**config.mk**
```make
export PLATFORM = sky130hd
export DESIGN_NAME = quasi_bidir_port_block
export DESIGN_NICKNAME = d
export VERILOG_FILES = /design/src/port_pkg.sv /design/src/pin_sync.sv /design/src/quasi_bidir_port_block.sv
export VERILOG_INCLUDE_DIRS = /design/src /design/src/src
export SDC_FILE = /design/constraint.sdc
export NUM_CORES = 1
export LEC_CHECK = 0
export BUFFER_PORTS_ARGS = -buffer_cell sky130_fd_sc_hd__buf_2
export CORE_ASPECT_RATIO = 1.1
export CORE_MARGIN = 2
export CORE_UTILIZATION = 43
export DETAILED_ROUTE_END_ITERATION = 10
export PLACE_DENSITY = 0.72
export SLEW_MARGIN = 15
export SYNTH_ARGS = -nofsm -noshare
export SYNTH_HDL_FRONTEND = slang
export SYNTH_SLANG_ARGS = --single-unit
```
**constraint.sdc**
```tcl
create_clock -name i_clk -period 1.15 [get_ports i_clk]
set_input_delay 0.0575 -clock i_clk [delete_from_list [all_inputs] [get_ports i_clk]]
set_output_delay 0.0575 -clock i_clk [all_outputs]
set_load 0.02 [all_outputs]
```
**src/port_params.svh**
```systemverilog
// Purpose: Constants for the general-purpose port block
// Assumes: Included by its bare name wherever the values are needed
// Notes: Definitions only
`ifndef PORT_PARAMS_SVH
`define PORT_PARAMS_SVH

// Port widths; 8 + 8 + 8 + 6 + 4 = 34 pins
`define PORT_W 8
`define EXT_W 6
`define AN_W 4
`define BIDIR_W 30
`define ALL_PIN_W 34

// Reset value of every latch: all ones
`define PORT_LATCH_RST 8'hFF
`define EXT_LATCH_RST 6'h3F
`define SYNC_RST 34'h3_FFFF_FFFF

// Test strap sits on bit 6 of the special-function port
`define STRAP_BIT 6

`endif

```
**src/port_pkg.sv**
```systemverilog
// Purpose: Types shared by the port block and its synchroniser
// Assumes: Widths fixed at the documented values
// Notes: Constants live in port_params.svh
`default_nettype none
package port_pkg;

  typedef enum logic [2:0] {
    SEL_OD  = 3'b000,
    SEL_SF  = 3'b001,
    SEL_AN  = 3'b010,
    SEL_SPF = 3'b011,
    SEL_EXT = 3'b100
  } port_sel_t;

  // One bit per bidirectional pin
  typedef struct packed {
    logic [7:0] od;
    logic [7:0] sf;
    logic [7:0] spf;
    logic [5:0] ext;
  } bidir_pins_t;

  typedef struct packed {
    logic [33:0] s1;
    logic [33:0] s2;
  } sync_state_t;

  typedef struct packed {
    bidir_pins_t latch;
    bidir_pins_t prev;
    logic [7:0] rd_data;
    logic rd_valid;
    logic strap_done;
    logic test_mode;
  } port_state_t;

endpackage
`default_nettype wire

```
**src/pin_sync.sv**
```systemverilog
// Purpose: Two-stage synchroniser for every port pin input
// Assumes: Pins change with no relation to i_clk
// Notes: No reset; reset must be held two edges to fill both stages
`timescale 1ns/1ps
`default_nettype none
module pin_sync (
  // Clock
  input wire logic i_clk,
  // Raw and synchronised pins
  input wire logic [33:0] i_d,
  output logic [33:0] o_q
);
  import port_pkg::*;

  sync_state_t st_r;
  sync_state_t st_nxt;

  always_comb begin
    st_nxt.s1 = i_d;
    st_nxt.s2 = st_r.s1;
  end

  always_ff @(posedge i_clk) begin
    st_r <= st_nxt;
  end

  // Only the second stage leaves this module
  assign o_q = st_r.s2;

endmodule // pin_sync
`default_nettype wire

```
**src/quasi_bidir_port_block.sv**
```systemverilog
// Purpose: Latches, pin reads and drivers of the general-purpose ports
// Assumes: CPU strobes are single-cycle; pins are asynchronous
// Notes: Weak pull-ups on quasi ports are external to this logic
//
// Contract
// - Provide 34 pins: three 8-bit bidirectional ports among them.
// - Extension port has 6 quasi-bidirectional bits.
// - Analog-input port is 4 bits, input only, no latch.
// - Each bidirectional pin is input or output at will; one means input.
// - Plain read returns latch AND pin level.
// - Read-modify-write reads return latch contents, not pins.
// - Pin inputs may change with no relation to the clock.
// - Reset sets every port latch bit to one.
// - Open-drain pin floats when its latch bit is one.
// - Quasi ports drive strong high one cycle only on latch 0-to-1.
// - Secondary functions chosen per pin on shared and special ports.
// - Special port passes secondary input only while latch bit is one.
// - Bit instructions rewrite the whole latch byte, one bit changed.
`timescale 1ns/1ps
`default_nettype none
`include "port_params.svh"
module quasi_bidir_port_block (
  // Clock and reset
  input wire logic i_clk,
  input wire logic i_resetn,
  // CPU write: byte, or single bit when i_wr_bit
  input wire logic i_wr,
  input wire port_pkg::port_sel_t i_wr_sel,
  input wire logic i_wr_bit,
  input wire logic [2:0] i_wr_idx,
  input wire logic [7:0] i_wr_data,
  // CPU read
  input wire logic i_rd,
  input wire port_pkg::port_sel_t i_rd_sel,
  input wire logic i_rd_rmw,
  output logic [7:0] o_rd_data,
  output logic o_rd_valid,
  // Secondary functions
  input wire logic [7:0] i_sf_alt_en,
  input wire logic [7:0] i_sf_alt_out,
  input wire logic [7:0] i_spf_alt_en,
  input wire logic [7:0] i_spf_alt_out,
  output logic [7:0] o_spf_alt_in,
  output port_pkg::bidir_pins_t o_latch,
  output logic o_test_mode,
  // Pins
  input wire port_pkg::bidir_pins_t i_pin,
  input wire logic [3:0] i_an_pin,
  output port_pkg::bidir_pins_t o_pin_o,
  output port_pkg::bidir_pins_t o_pin_oe_n
);
  import port_pkg::*;

  port_state_t st_r;
  port_state_t st_nxt;
  logic [33:0] pins_s;
  bidir_pins_t pin_s;
  logic [3:0] an_s;
  logic [7:0] sf_val;
  logic [7:0] spf_val;
  logic [15:0] sf_drv;
  logic [15:0] spf_drv;
  logic [15:0] ext_drv;

  // Byte write, or read-modify-write of a single bit
  function automatic logic [7:0] merge(input logic [7:0] old,
                                       input logic bit_op,
                                       input logic [2:0] idx,
                                       input logic [7:0] data);
    logic [7:0] m;
    m = 8'h01 << idx;
    merge = bit_op ? ((old & ~m) | (data[0] ? m : 8'h00)) : data;
  endfunction

  // Quasi driver: low while value is zero, strong high for the
  // single cycle after the latch rises; else released to pull-up.
  // Returns {pin_o, oe_n}.
  function automatic logic [15:0] quasi_drive(input logic [7:0] latch,
                                              input logic [7:0] prev,
                                              input logic [7:0] val);
    logic [7:0] hi;
    hi = latch & ~prev & val;
    quasi_drive = {hi, ~(~val | hi)};
  endfunction

  pin_sync u_sync (
    .i_clk(i_clk),
    .i_d({i_pin, i_an_pin}),
    .o_q(pins_s)
  );

  assign pin_s = pins_s[33:4];
  assign an_s = pins_s[3:0];

  always_comb begin
    st_nxt = st_r;
    st_nxt.prev = st_r.latch;
    st_nxt.rd_valid = 1'b0;
    if (i_wr) begin
      unique case (i_wr_sel)
        SEL_OD: st_nxt.latch.od =
          merge(st_r.latch.od, i_wr_bit, i_wr_idx, i_wr_data);
        SEL_SF: st_nxt.latch.sf =
          merge(st_r.latch.sf, i_wr_bit, i_wr_idx, i_wr_data);
        SEL_SPF: st_nxt.latch.spf =
          merge(st_r.latch.spf, i_wr_bit, i_wr_idx, i_wr_data);
        SEL_EXT: st_nxt.latch.ext = 6'(merge({2'b11, st_r.latch.ext},
          i_wr_bit, i_wr_idx, i_wr_data));
        // Analog port has no latch; writes vanish
        SEL_AN: st_nxt.latch = st_r.latch;
        default: st_nxt.latch = st_r.latch;
      endcase
    end
    if (i_rd) begin
      st_nxt.rd_valid = 1'b1;
      unique case (i_rd_sel)
        SEL_OD: st_nxt.rd_data = i_rd_rmw ? st_r.latch.od
          : st_r.latch.od & pin_s.od;
        SEL_SF: st_nxt.rd_data = i_rd_rmw ? st_r.latch.sf
          : st_r.latch.sf & pin_s.sf;
        SEL_SPF: st_nxt.rd_data = i_rd_rmw ? st_r.latch.spf
          : st_r.latch.spf & pin_s.spf;
        SEL_EXT: st_nxt.rd_data = {2'b00, i_rd_rmw ? st_r.latch.ext
          : st_r.latch.ext & pin_s.ext};
        SEL_AN: st_nxt.rd_data = {4'h0, an_s};
        default: st_nxt.rd_data = 8'h00;
      endcase
    end
    // Strap seen once, first cycle after release, via the synchroniser
    if (!st_r.strap_done) begin
      st_nxt.strap_done = 1'b1;
      st_nxt.test_mode = ~pin_s.spf[`STRAP_BIT];
    end
    if (!i_resetn) begin
      st_nxt.latch = {`PORT_LATCH_RST, `PORT_LATCH_RST,
                      `PORT_LATCH_RST, `EXT_LATCH_RST};
      st_nxt.prev = st_nxt.latch;
      st_nxt.rd_data = 8'h00;
      st_nxt.rd_valid = 1'b0;
      st_nxt.strap_done = 1'b0;
      st_nxt.test_mode = 1'b0;
    end
  end

  always_ff @(posedge i_clk) begin
    st_r <= st_nxt;
  end

  // Secondary outputs can only pull low where the latch is one
  assign sf_val = st_r.latch.sf & (~i_sf_alt_en | i_sf_alt_out);
  assign spf_val = st_r.latch.spf & (~i_spf_alt_en | i_spf_alt_out);
  assign sf_drv = quasi_drive(st_r.latch.sf, st_r.prev.sf, sf_val);
  assign spf_drv = quasi_drive(st_r.latch.spf, st_r.prev.spf,
                               spf_val);
  assign ext_drv = quasi_drive({2'b00, st_r.latch.ext},
                               {2'b00, st_r.prev.ext},
                               {2'b00, st_r.latch.ext});

  // Open drain never drives high; latch one releases the pin
  assign o_pin_o.od = 8'h00;
  assign o_pin_oe_n.od = st_r.latch.od;
  assign o_pin_o.sf = sf_drv[15:8];
  assign o_pin_oe_n.sf = sf_drv[7:0];
  assign o_pin_o.spf = spf_drv[15:8];
  assign o_pin_oe_n.spf = spf_drv[7:0];
  assign o_pin_o.ext = ext_drv[13:8];
  assign o_pin_oe_n.ext = ext_drv[5:0];

  // Alternate inputs see the pin only when it is programmed as input
  assign o_spf_alt_in = st_r.latch.spf & pin_s.spf;
  assign o_latch = st_r.latch;
  assign o_rd_data = st_r.rd_data;
  assign o_rd_valid = st_r.rd_valid;
  assign o_test_mode = st_r.test_mode;

  logic [7:0] strong_sf;
  logic [7:0] strong_spf;
  assign strong_sf = o_pin_o.sf & ~o_pin_oe_n.sf;
  assign strong_spf = o_pin_o.spf & ~o_pin_oe_n.spf;
endmodule // quasi_bidir_port_block
`default_nettype wire

```
# After elaboration in Yosys (flattened, before gate mapping)
# Index checks and enable logic that the tools add are counted.
# op_classes
bitwise,38
n_mux,11
n_shift,1
reduce_logical,6
eq_ne,7
# op_table
operator,count
bitwise AND 8 bit,12
NOT 8 bit,9
2-to-1 mux 8 bit,7
bitwise OR 8 bit,7
one-hot mux 8 bit (5 select lines),1
bitwise AND 6 bit,4
NOT 6 bit,3
2-to-1 mux 6 bit,2
bitwise OR 6 bit,2
== test 3 x 2 -> 1 bit (second input constant),3
AND reduction 2 bit,4
left shift 1 x 3 -> 8 bit (first input constant),1
== test 3 x 1 -> 1 bit (second input constant),2
== test 3 bit (second input constant),2
zero test 3 bit,2
2-to-1 mux 1 bit,1
NOT 1 bit,1
# word_totals
register_bits,131
in_bits,89
output_inout_bits,108
wordCells,76

# Depth between registers and ports, before layout
# Gate-level depths: netlist (run 1).
# logic_depth
ltp_word,6
depth_mapped,5
depth_no_buf,4

# Hierarchy
# A second synthesis (run 1) with hierarchy kept.
# hier_totals
hier_cells,548
hier_area_um2,4853.4
# by_module_without_submodules
mod,instances,area_per_inst_um2,cells_each,seq_area_each_um2
quasi_bidir_port_block,1,3492.1,480,1261.2
pin_sync,1,1361.3,68,1361.3

# Worst setup path after synthesis (run 1)
# OpenSTA, ideal clock, no wires.
# synth_timing
path_type,input port to flip-flop
startpoint,in i_wr_idx[0]
endpoint,reg (tool-made name)
setup_time_ps,137
arrival_ps,1036
t_required_ps,1013
path_buffers,1
path_slack_ps,-23
stages,5
path_cell_list,clkbuf_1 > o31ai_1 > nand2_1 > nand2_1 > nand3_1
# synth_lines
element,line_no,rtl
start: declaration,quasi_bidir_port_block.sv:30,"input wire logic [2:0] i_wr_idx,"

==> impl_metrics.csv, run 1 <==
group,metric,value,unit
logic_synthesis,synth-main-ff-cell,"dfxtp_1",
logic_synthesis,synth_compound_area_frac,0.130,
place,io_buffer_count,188,
worst_setup_path,worst_path_max_delay_cell,"dfxtp_2",
floorplan,initial_core_util,0.443,
logic_synthesis,synth_common_cells,"131 x dfxtp_1, 80 x o21ai_0, 54 x buf_4, 52 x nor2_1, 40 x nand2_1",
worst_setup_path,r2r_setup_slack,-30,ps
logic_synthesis,synth_fa_ha_area_frac,0,
grt,grt_max_degree,23,
grt,first_global_vias,4444,
logic_synthesis,yosys.area_share.xor_xnor,0,
worst_setup_path,cp-start-kind,"flop",
timing,finalSetupViolCount,33,
grt,grt_pass1_wl,22.6,mm
finish,final_util,0.706,
timing,skew,8.06,ps
grt,gr-total-overflow,0,
grt,met3_usage,0.0484,
grt,top_usage_layer,"met2",
timing,drv_slew,0,
logic_synthesis,syn_inst,548,
logic_synthesis,yosys.area_share.simple,0.202,
finish,fin_cells,964,
worst_setup_path,slowest_delay,350,ps
logic_synthesis,yosysSeqAreaShare,0.540,
power,vdd_drop_max,1.06,mV
grt,antenna_found_initial,0,
clocking,numCtsBuffers,17,
finish,diodes,0,
logic_synthesis,synth_mux_area_frac,0,
floorplan,die-area,12200,sq um
detailed_routing,wire_per_inst,16.6,um
power,p_leak,3.63,nW
clocking,cts_max_level,4,
outcome,status,"finished, violations left",
place,hpwlAfterDp,10.2,mm
worst_setup_path,crit_type,"reg2out",
place,gp_congestion,0.899,
logic_synthesis,synth-seq-cells,131,
logic_synthesis,ys_types,32,
logic_synthesis,avgSynthCellArea,8.86,sq um
detailed_routing,drtIter0Drc,256,
place,dp_cells,867,
floorplan,core_area,11000,sq um
finish,area_delta_synth_final,59.4,%
floorplan,die_w,105,um
timing,finalSetupTns,-1770,ps
logic_synthesis,synth_most_common_cell,"dfxtp_1",
finish,fin_nets,893,
clocking,clkTransAtPathRegs,60,ps
clocking,cts_buffer_depth,2,
timing,final_hold_viol_count,0,
detailed_routing,ant_nets,0,
finish,layout-drive-gt1-share,0.463,
logic_synthesis,synthArstFlopShare,0,
clocking,cts_tree,"yes",
min_path,hp-class,"in2reg",
clocking,clkSinkCount,131,
timing,finalWorstSetupSlack,-119,ps
logic_synthesis,synth_top_area_frac,0.540,
detailed_routing,route.detailed.drc,0,
logic_synthesis,synth_top_family_by_area,"simple AND/OR/NAND/NOR gates",
logic_synthesis,syn_area,4850,sq um
timing,rsz0062_at_grt,"true",
detailed_routing,wl,16.0,mm
worst_setup_path,cp.required,1090,ps
timing,post-route-period-util,1.10,
logic_synthesis,synth_edf_count,0,
grt,grt_use_total,0.244,
detailed_routing,vias,4880,
floorplan,ioPinCount,197,
grt,globalRouteMet2Util,0.428,
logic_synthesis,synth_warnings,0,
floorplan,die_height,115,um
clocking,clock_latency,420,ps
timing,fmax,788,MHz
detailed_routing,drtPass1Iterations,5,
worst_setup_path,cp_max_fo,5,
worst_setup_path,cp.arrival,1210,ps
detailed_routing,via_per_inst,5.06,
timing,fin_worst_hold_slack,29.5,ps
clocking,clockRootBuffer,"clkbuf_16",
run,max_cap_violations,0,
place,place_ws,-154,ps
worst_setup_path,crit_chain,"buf_6 -> o21ai_4 -> nor2_1 -> buf_4",
logic_synthesis,synth_area_leaders,"dfxtp_1 54%, buf_4 8.4%, o21ai_0 8.2%",
worst_setup_path,worstSetupEndpointType,"output port",
floorplan,num_rows,40,
power,pwr_density_cell,1520,nW/um^2
logic_synthesis,yosys.area.top_type,"dfxtp_1",
grt,met1_usage,0.279,
outcome,violations,"setup timing",
timing,period_needed,1270,ps
worst max-delay path: cells and delay by family (launching register included):
family | cells | cell delay, ps
compound gates | 1 | 60
buf+inv | 2 | 280
flops | 1 | 350
simple gates | 1 | 100
area by class of cell:
cell class | count | area (sq um)
clock buffer | 17 | 425
clock inverter | 15 | 186
sequential | 131 | 2680
multi-input combinational | 315 | 1910
inverter | 35 | 131
fill | 775 | 3220
tap | 147 | 184
timing repair buffer | 304 | 2220
final timing paths:
check	from	to	cells past startpoint
hold reg to reg	u_sync.st_nxt[22]$_DFF_P_	u_sync.o_q[22]$_DFF_P_	0
hold / removal	i_wr_data[0]	flop	3
setup reg to reg	flop	o_rd_data[3]$_SDFFE_PN0P_	5
setup / recovery	flop	o_pin_oe_n[8]	4
where the power goes:
group	leakage [nW]	total, mW	internal (mW)	switching, mW
sequential	1.08	4.81	4.71	0.0953
clock	0.300	5.52	3.30	2.22
combinational	2.25	1.44	0.689	0.756
metal layers:
metal  wire length (um)  vias to the layer above
met5                  0                        -
met4                545                        0
met3               1040                       51
met2               8370                      254
met1               6050                     2294
li1                   -                     2281
cell families (layout without fill, tap and decap cells):
| kind of cell | Yosys count | count (layout) |
|---|---|---|
| DFF | 131 | 131 |
| other | 1 | 8 |
| and+or+nand+nor | 195 | 195 |
| buffers and inverters | 109 | 371 |
| AOI/OAI and AO/OA | 112 | 112 |
placed cells by master (no fill, tap or decap), drive strengths merged:
master,n
a2111oi,4
a211oi,4
a21oi,5
a31o,2
a31oi,2
a41o,4
and2,16
and4b,1
buf,266
bufinv,2
clkbuf,17
clkinv,3
clkinvlp,1
conb,8
dfxtp,131
dlygate4sd3,38
inv,44
nand2,40
nand2b,23
nand3,35
nand3b,2
nand4,1
nand4b,1
nand4bb,1
nor2,52
nor2b,16
nor3b,1
nor4b,1
nor4bb,2
o21ai,80
o22ai,10
o31ai,1
or3,1
or3b,2
metrics by stage:
stage                     area [sq um]  power [mW]
final                             7740        11.8
after global routing              7740        12.1
after CTS                         7420        11.7
after detailed placement          5920        5.97
after global placement            5920        5.95
after floorplan                   4880        5.52
what timing repair did:
item | 4_1_cts | 5_1_grt
pin swaps | 20 | 29
setup endpoints to repair | 62 | 63
buffers inserted | 21 | 9
hold buffers | 38 | 0
gates resized for setup | 153 | 74
endpoints found under the hold margin | 41 | 0
(Power assumes the default switching activity.)
==> inputs of run 2 (changes only) <==
--- a/config.mk
+++ b/config.mk
@@ -6,12 +6,14 @@
 export SDC_FILE = /design/constraint.sdc
 export NUM_CORES = 1
 export LEC_CHECK = 0
+export ABC_CLOCK_PERIOD_IN_PS = 1150
 export BUFFER_PORTS_ARGS = -buffer_cell sky130_fd_sc_hd__buf_2
 export CORE_ASPECT_RATIO = 1.1
 export CORE_MARGIN = 2
-export CORE_UTILIZATION = 43
+export CORE_UTILIZATION = 45
+export CTS_BUF_LIST = sky130_fd_sc_hd__clkbuf_8
 export DETAILED_ROUTE_END_ITERATION = 10
-export PLACE_DENSITY = 0.72
+export PLACE_DENSITY = 0.75
 export SLEW_MARGIN = 15
 export SYNTH_ARGS = -nofsm -noshare
 export SYNTH_HDL_FRONTEND = slang
==> run 2 against run 1 <==
  * The run still ends with setup timing left
  * First-iteration DRC count is 15% higher
  * Final cell count is 0.10% lower
  * Non-clock buffer count is 3 higher
  * Register-to-register slack hardly changed
  * Design area is 0.32% lower
  * Via count is 0.23% lower
  * Clock power is 23% lower
  * Utilization is 3.3 points higher
  * Worst setup slack worse by 30 ps
  * Clock skew is 2.2 ps higher
  * Global-route usage is 1.8 points higher
  * Critical path depth stayed put
  * Largest cell class unchanged
  * Largest power group is now sequential cells
==> impl_metrics.csv, run 2 (synthesis results as in run 1) <==
group,metric,value,unit
grt,antenna_found_initial,0,
detailed_routing,drtPass1Iterations,7,
place,gp_congestion,0.836,
detailed_routing,wl,16.5,mm
place,dpl-instance-area,5890,sq um
timing,finalSetupViolCount,45,
floorplan,die_w,103,um
place,hpwlAfterDp,10.2,mm
detailed_routing,route.detailed.drc,0,
clocking,numCtsBuffers,17,
min_path,hp-class,"in2reg",
outcome,violations,"setup timing",
finish,fin_nets,896,
finish,layout.cells.most_common,"buf_2",
timing,fin_worst_hold_slack,80.0,ps
power,p_leak,3.64,nW
min_path,hold_start,"i_wr_sel[2]",
detailed_routing,drtIter0Drc,294,
finish,layout-drive-gt1-share,0.479,
worst_setup_path,crit_type,"reg2out",
finish,fin_area,7710,sq um
finish,area_delta_synth_final,58.9,%
worst_setup_path,cp.required,1090,ps
power,p_comb_frac,0.140,
grt,gr-total-overflow,0,
finish,layout_common_cells,"116 x buf_2, 98 x dfxtp_1, 92 x buf_4",
power,vdd_drop_max,1.24,mV
floorplan,core_area,10400,sq um
outcome,status,"finished, violations left",
timing,post-route-period-util,1.13,
place,place_ws,-190,ps
run,max_cap_violations,0,
power,power.total,10.5,mW
grt,grt_max_degree,37,
finish,final_util,0.739,
finish,diodes,0,
floorplan,die-area,11600,sq um
floorplan,ioPinCount,197,
worst_setup_path,cp.arrival,1240,ps
power,p_int,7.81,mW
clocking,cts_tree,"yes",
grt,grt_pass1_wl,22.9,mm
detailed_routing,ant_nets,0,
power,pwr-share-clk,0.404,
place,dp_cells,860,
detailed_routing,wire_per_inst,17.2,um
grt,grt_use_total,0.261,
worst_setup_path,cp-start-kind,"flop",
detailed_routing,vias,4869,
timing,finalWorstSetupSlack,-150,ps
floorplan,die_height,113,um
floorplan,num_rows,39,
clocking,cts_buffer_depth,2,
timing,fmax,769,MHz
clocking,clkSinkCount,131,
clocking,clock_latency,430,ps
power,p_seq_frac,0.455,
clocking,clockRootBuffer,"clkbuf_8",
timing,final_hold_viol_count,0,
clocking,clkTransAtPathRegs,80,ps
power,pwr_density_cell,1370,nW/um^2
floorplan,initial_core_util,0.465,
worst_setup_path,cp_max_fo,4,
timing,skew,10.2,ps
finish,fin_cells,963,
worst_setup_path,worstSetupEndpointType,"output port",
power,p_sw,2.74,mW
timing,period_needed,1300,ps
grt,first_global_vias,4686,
timing,rsz0062_at_grt,"true",
timing,finalSetupTns,-2710,ps
place,io_buffer_count,188,
clocking,cts_max_level,4,
power,swShare,0.259,
detailed_routing,via_per_inst,5.06,
timing,drv_slew,0,
run 2: path summary, 6_finish.rpt:
check / endpoint / slack, ps / cells after the start
setup / recovery: o_pin_oe_n[6] / -150 / 4
hold / removal: flop / 80 / 4
setup reg to reg: o_rd_data[1]$_SDFFE_PN0P_ / -30 / 5
hold reg to reg: u_sync.o_q[3]$_DFF_P_ / 330 / 0
run 2: critical path, cell delays in order, from the launching register on:
cell	delay (ps)
dfxtp_2	360
buf_6	130
o21ai_4	60
nor2_1	110
buf_4	160
run 2: cell type report:
cell class	instances	area, sq um
Multi-Input combinational cell	315	1930
Timing Repair Buffer	307	2350
Inverter	35	131
Clock inverter	15	206
Sequential cell	131	2680
Clock buffer	17	234
Fill cell	736	2730
Tap cell	143	179
run 2: metal layers:
| layer | wire [um] | global-route usage | share of wire | vias to the layer above |
|---|---|---|---|---|
| met2 | 8960 | 0.478 | 0.54 | 217 |
| met5 | 0 | 0 | 0 | - |
| met4 | 522 | 0.0921 | 0.032 | 0 |
| met1 | 6100 | 0.286 | 0.37 | 2318 |
| met3 | 934 | 0.0673 | 0.057 | 54 |
| li1 | - | - | - | 2280 |
run 2: what timing repair did:
item                       4_1_cts  5_1_grt
pin swaps                       26       27
setup endpoints to repair       70       78
setup buffers                   27        8
hold endpoints to repair        44        0
resized for setup              169      111
hold buffers                    38        0
run 2: power groups by stage:
stage               sequential [mW]  clock, mW  combinational (mW)
floorplan                      4.88          0               0.638
global placement               4.90          0                1.04
detailed placement             4.90          0                1.05
CTS                            4.79       4.28                1.32
global route                   4.82       4.53                1.57
finish                         4.80       4.26                1.48
==> inputs of run 3 (changes only) <==
--- a/config.mk
+++ b/config.mk
@@ -6,14 +6,15 @@
 export SDC_FILE = /design/constraint.sdc
 export NUM_CORES = 1
 export LEC_CHECK = 0
-export ABC_CLOCK_PERIOD_IN_PS = 1150
+export ABC_CLOCK_PERIOD_IN_PS = 1610
 export BUFFER_PORTS_ARGS = -buffer_cell sky130_fd_sc_hd__buf_2
 export CORE_ASPECT_RATIO = 1.1
-export CORE_MARGIN = 2
+export CORE_MARGIN = 4
 export CORE_UTILIZATION = 45
 export CTS_BUF_LIST = sky130_fd_sc_hd__clkbuf_8
 export DETAILED_ROUTE_END_ITERATION = 10
-export PLACE_DENSITY = 0.75
+export HOLD_SLACK_MARGIN = 0.1
+export PLACE_DENSITY = 0.72
 export SLEW_MARGIN = 15
 export SYNTH_ARGS = -nofsm -noshare
 export SYNTH_HDL_FRONTEND = slang
==> constraint.sdc (replaced) <==
create_clock -name i_clk -period 1.61 [get_ports i_clk]
set_input_delay 0.0805 -clock i_clk [delete_from_list [all_inputs] [get_ports i_clk]]
set_output_delay 0.0805 -clock i_clk [all_outputs]
set_load 0.02 [all_outputs]
==> run 3 against run 2 <==
  * The flow now finishes without violations
  * Critical path depth decreased by 1
  * Register-to-register slack improved by 350 ps
  * Worst setup slack improved by 330 ps
  * Hold slack improved by 53 ps
  * Design area decreased by 17%
  * Final cell count decreased by 8.0%
  * Sequential power decreased by 28%
  * Via count decreased by 11%
  * Die area increased by 7.6%
  * Non-clock buffer count decreased by 77
  * Wire length decreased by 19%
  * Largest cell class unchanged
==> impl_metrics.csv, run 3 (synthesis results as in run 1) <==
group,metric,value,unit
detailed_routing,wire_per_inst,15.2,um
timing,final_hold_viol_count,0,
finish,fin_cells,886,
power,swShare,0.246,
grt,grt_use_total,0.209,
timing,fmax,700,MHz
place,place_ws,220,ps
detailed_routing,drtPass1Iterations,6,
floorplan,core_area,10400,sq um
power,vdd_drop_max,0.664,mV
timing,drv_slew,0,
finish,diodes,0,
clocking,cts_buffer_depth,2,
min_path,hp-class,"in2reg",
timing,finalSetupViolCount,0,
timing,post-route-period-util,0.887,
place,gp_congestion,0.892,
clocking,cts_setup_buffers,0,
clocking,cts_max_level,4,
floorplan,num_rows,39,
worst_setup_path,r2r_cells,4,
grt,gr-total-overflow,0,
timing,skew,9.11,ps
clocking,clkTransAtPathRegs,70,ps
power,p_sw,1.78,mW
finish,layout.cells.most_common,"buf_2",
floorplan,ioPinCount,197,
grt,first_global_vias,4178,
place,hpwlAfterDp,9.89,mm
worst_setup_path,crit_type,"reg2out",
power,p_comb_frac,0.104,
timing,period_needed,1430,ps
clocking,clkSinkCount,131,
detailed_routing,vias,4330,
outcome,status,"finished, final reports clean",
floorplan,die_w,107,um
timing,worst_slew_pin_slew,533,ps
run,max_cap_violations,0,
detailed_routing,via_per_inst,4.89,
clocking,clock_latency,420,ps
power,p_leak,2.99,nW
finish,layout_common_cells,"188 x buf_2, 131 x dfxtp_1, 80 x o21ai_0",
worst_setup_path,cp-start-kind,"flop",
timing,slew_headroom,0.640,
detailed_routing,drtIter0Drc,297,
floorplan,die_height,117,um
place,dp_cells,817,
detailed_routing,wl,13.4,mm
finish,area_delta_synth_final,31.5,%
min_path,hold_path_depth,4,
power,p_seq_frac,0.476,
grt,grt_max_degree,41,
finish,fin_nets,819,
worst_setup_path,cp_max_fo,5,
grt,grt_pass1_wl,20.2,mm
timing,finalWorstSetupSlack,182,ps
worst_setup_path,worstSetupEndpointType,"output port",
detailed_routing,ant_nets,0,
timing,finalSetupTns,0,ps
finish,final_util,0.611,
timing,rsz0062_at_grt,"false",
grt,antenna_found_initial,0,
detailed_routing,route.detailed.drc,0,
finish,layout-drive-gt1-share,0.306,
power,pwr-share-clk,0.420,
floorplan,initial_core_util,0.465,
power,p_int,5.46,mW
worst_setup_path,cp.arrival,1350,ps
power,pwr_density_cell,1130,nW/um^2
floorplan,die-area,12500,sq um
place,io_buffer_count,188,
power,power.total,7.24,mW
clocking,cts_tree,"yes",
clocking,clockRootBuffer,"clkbuf_8",
clocking,numCtsBuffers,17,
worst_setup_path,cp.required,1530,ps
[run 3: changes by cell type in the layout (fill, tap and decap cells not counted), moves of 25 or more]
| cell | change |
|---|---|
| buf_2 | +72 |
| o21ai_0 | +32 |
| buf_6 | -60 |
| dfxtp_1 | +33 |
| dfxtp_2 | -25 |
| buf_4 | -88 |
[run 3: repair_timing]
item / CTS / global route
endpoints found under the hold margin: 57 / 0
gates resized for setup: 0 / 0
hold buffers: 37 / 0
[run 3: worst max-delay path: stages, from the launching register on]
cell	delay (ps)
dfxtp_1	460
o21ai_0	180
nor2_1	120
buf_2	170
[run 3: worst paths after layout]
check | from | to | slack, ps
setup / recovery | flop | o_pin_oe_n[21] | 180
hold / removal | i_wr_sel[1] | flop | 130
setup reg to reg | u_sync.o_q[10]$_DFF_P_ | o_rd_data[0]$_SDFFE_PN0P_ | 320
hold reg to reg | u_sync.st_nxt[13]$_DFF_P_ | u_sync.o_q[13]$_DFF_P_ | 330
[run 3: per-layer routing]
layer,wire length (um),part of all wire,track usage,vias up
li1,-,-,-,2116
met1,5420,0.40,0.241,2010
met2,6930,0.52,0.372,178
met3,819,0.061,0.0505,26
met4,255,0.019,0.0921,0
met5,0,0,0,-
[run 3: stage by stage]
stage | instance area [sq um] | hold slack (ps)
2_1_floorplan | 4880 | 108
3_3_place_gp | 5570 | 183
3_5_place_dp | 5570 | 184
4_1_cts | 6380 | 115
5_1_grt | 6380 | 130
6_report | 6380 | 133
[run 3: power by group through the flow]
stage / clock network, mW / registers, mW / logic (mW)
2_1_floorplan: 0 / 3.49 / 0.455
3_3_place_gp: 0 / 3.51 / 0.667
3_5_place_dp: 0 / 3.52 / 0.680
4_1_cts: 3.09 / 3.44 / 0.752
5_1_grt: 3.24 / 3.46 / 0.821
6_report: 3.04 / 3.44 / 0.756
[run 3: layout make-up]
type	instances	area (sq um)
clock buffer	19	262
clock inverter	13	183
fill	919	4060
inverter	35	131
multi-input combinational	315	1640
sequential	131	2620
tap	143	179
timing repair buffer	230	1360
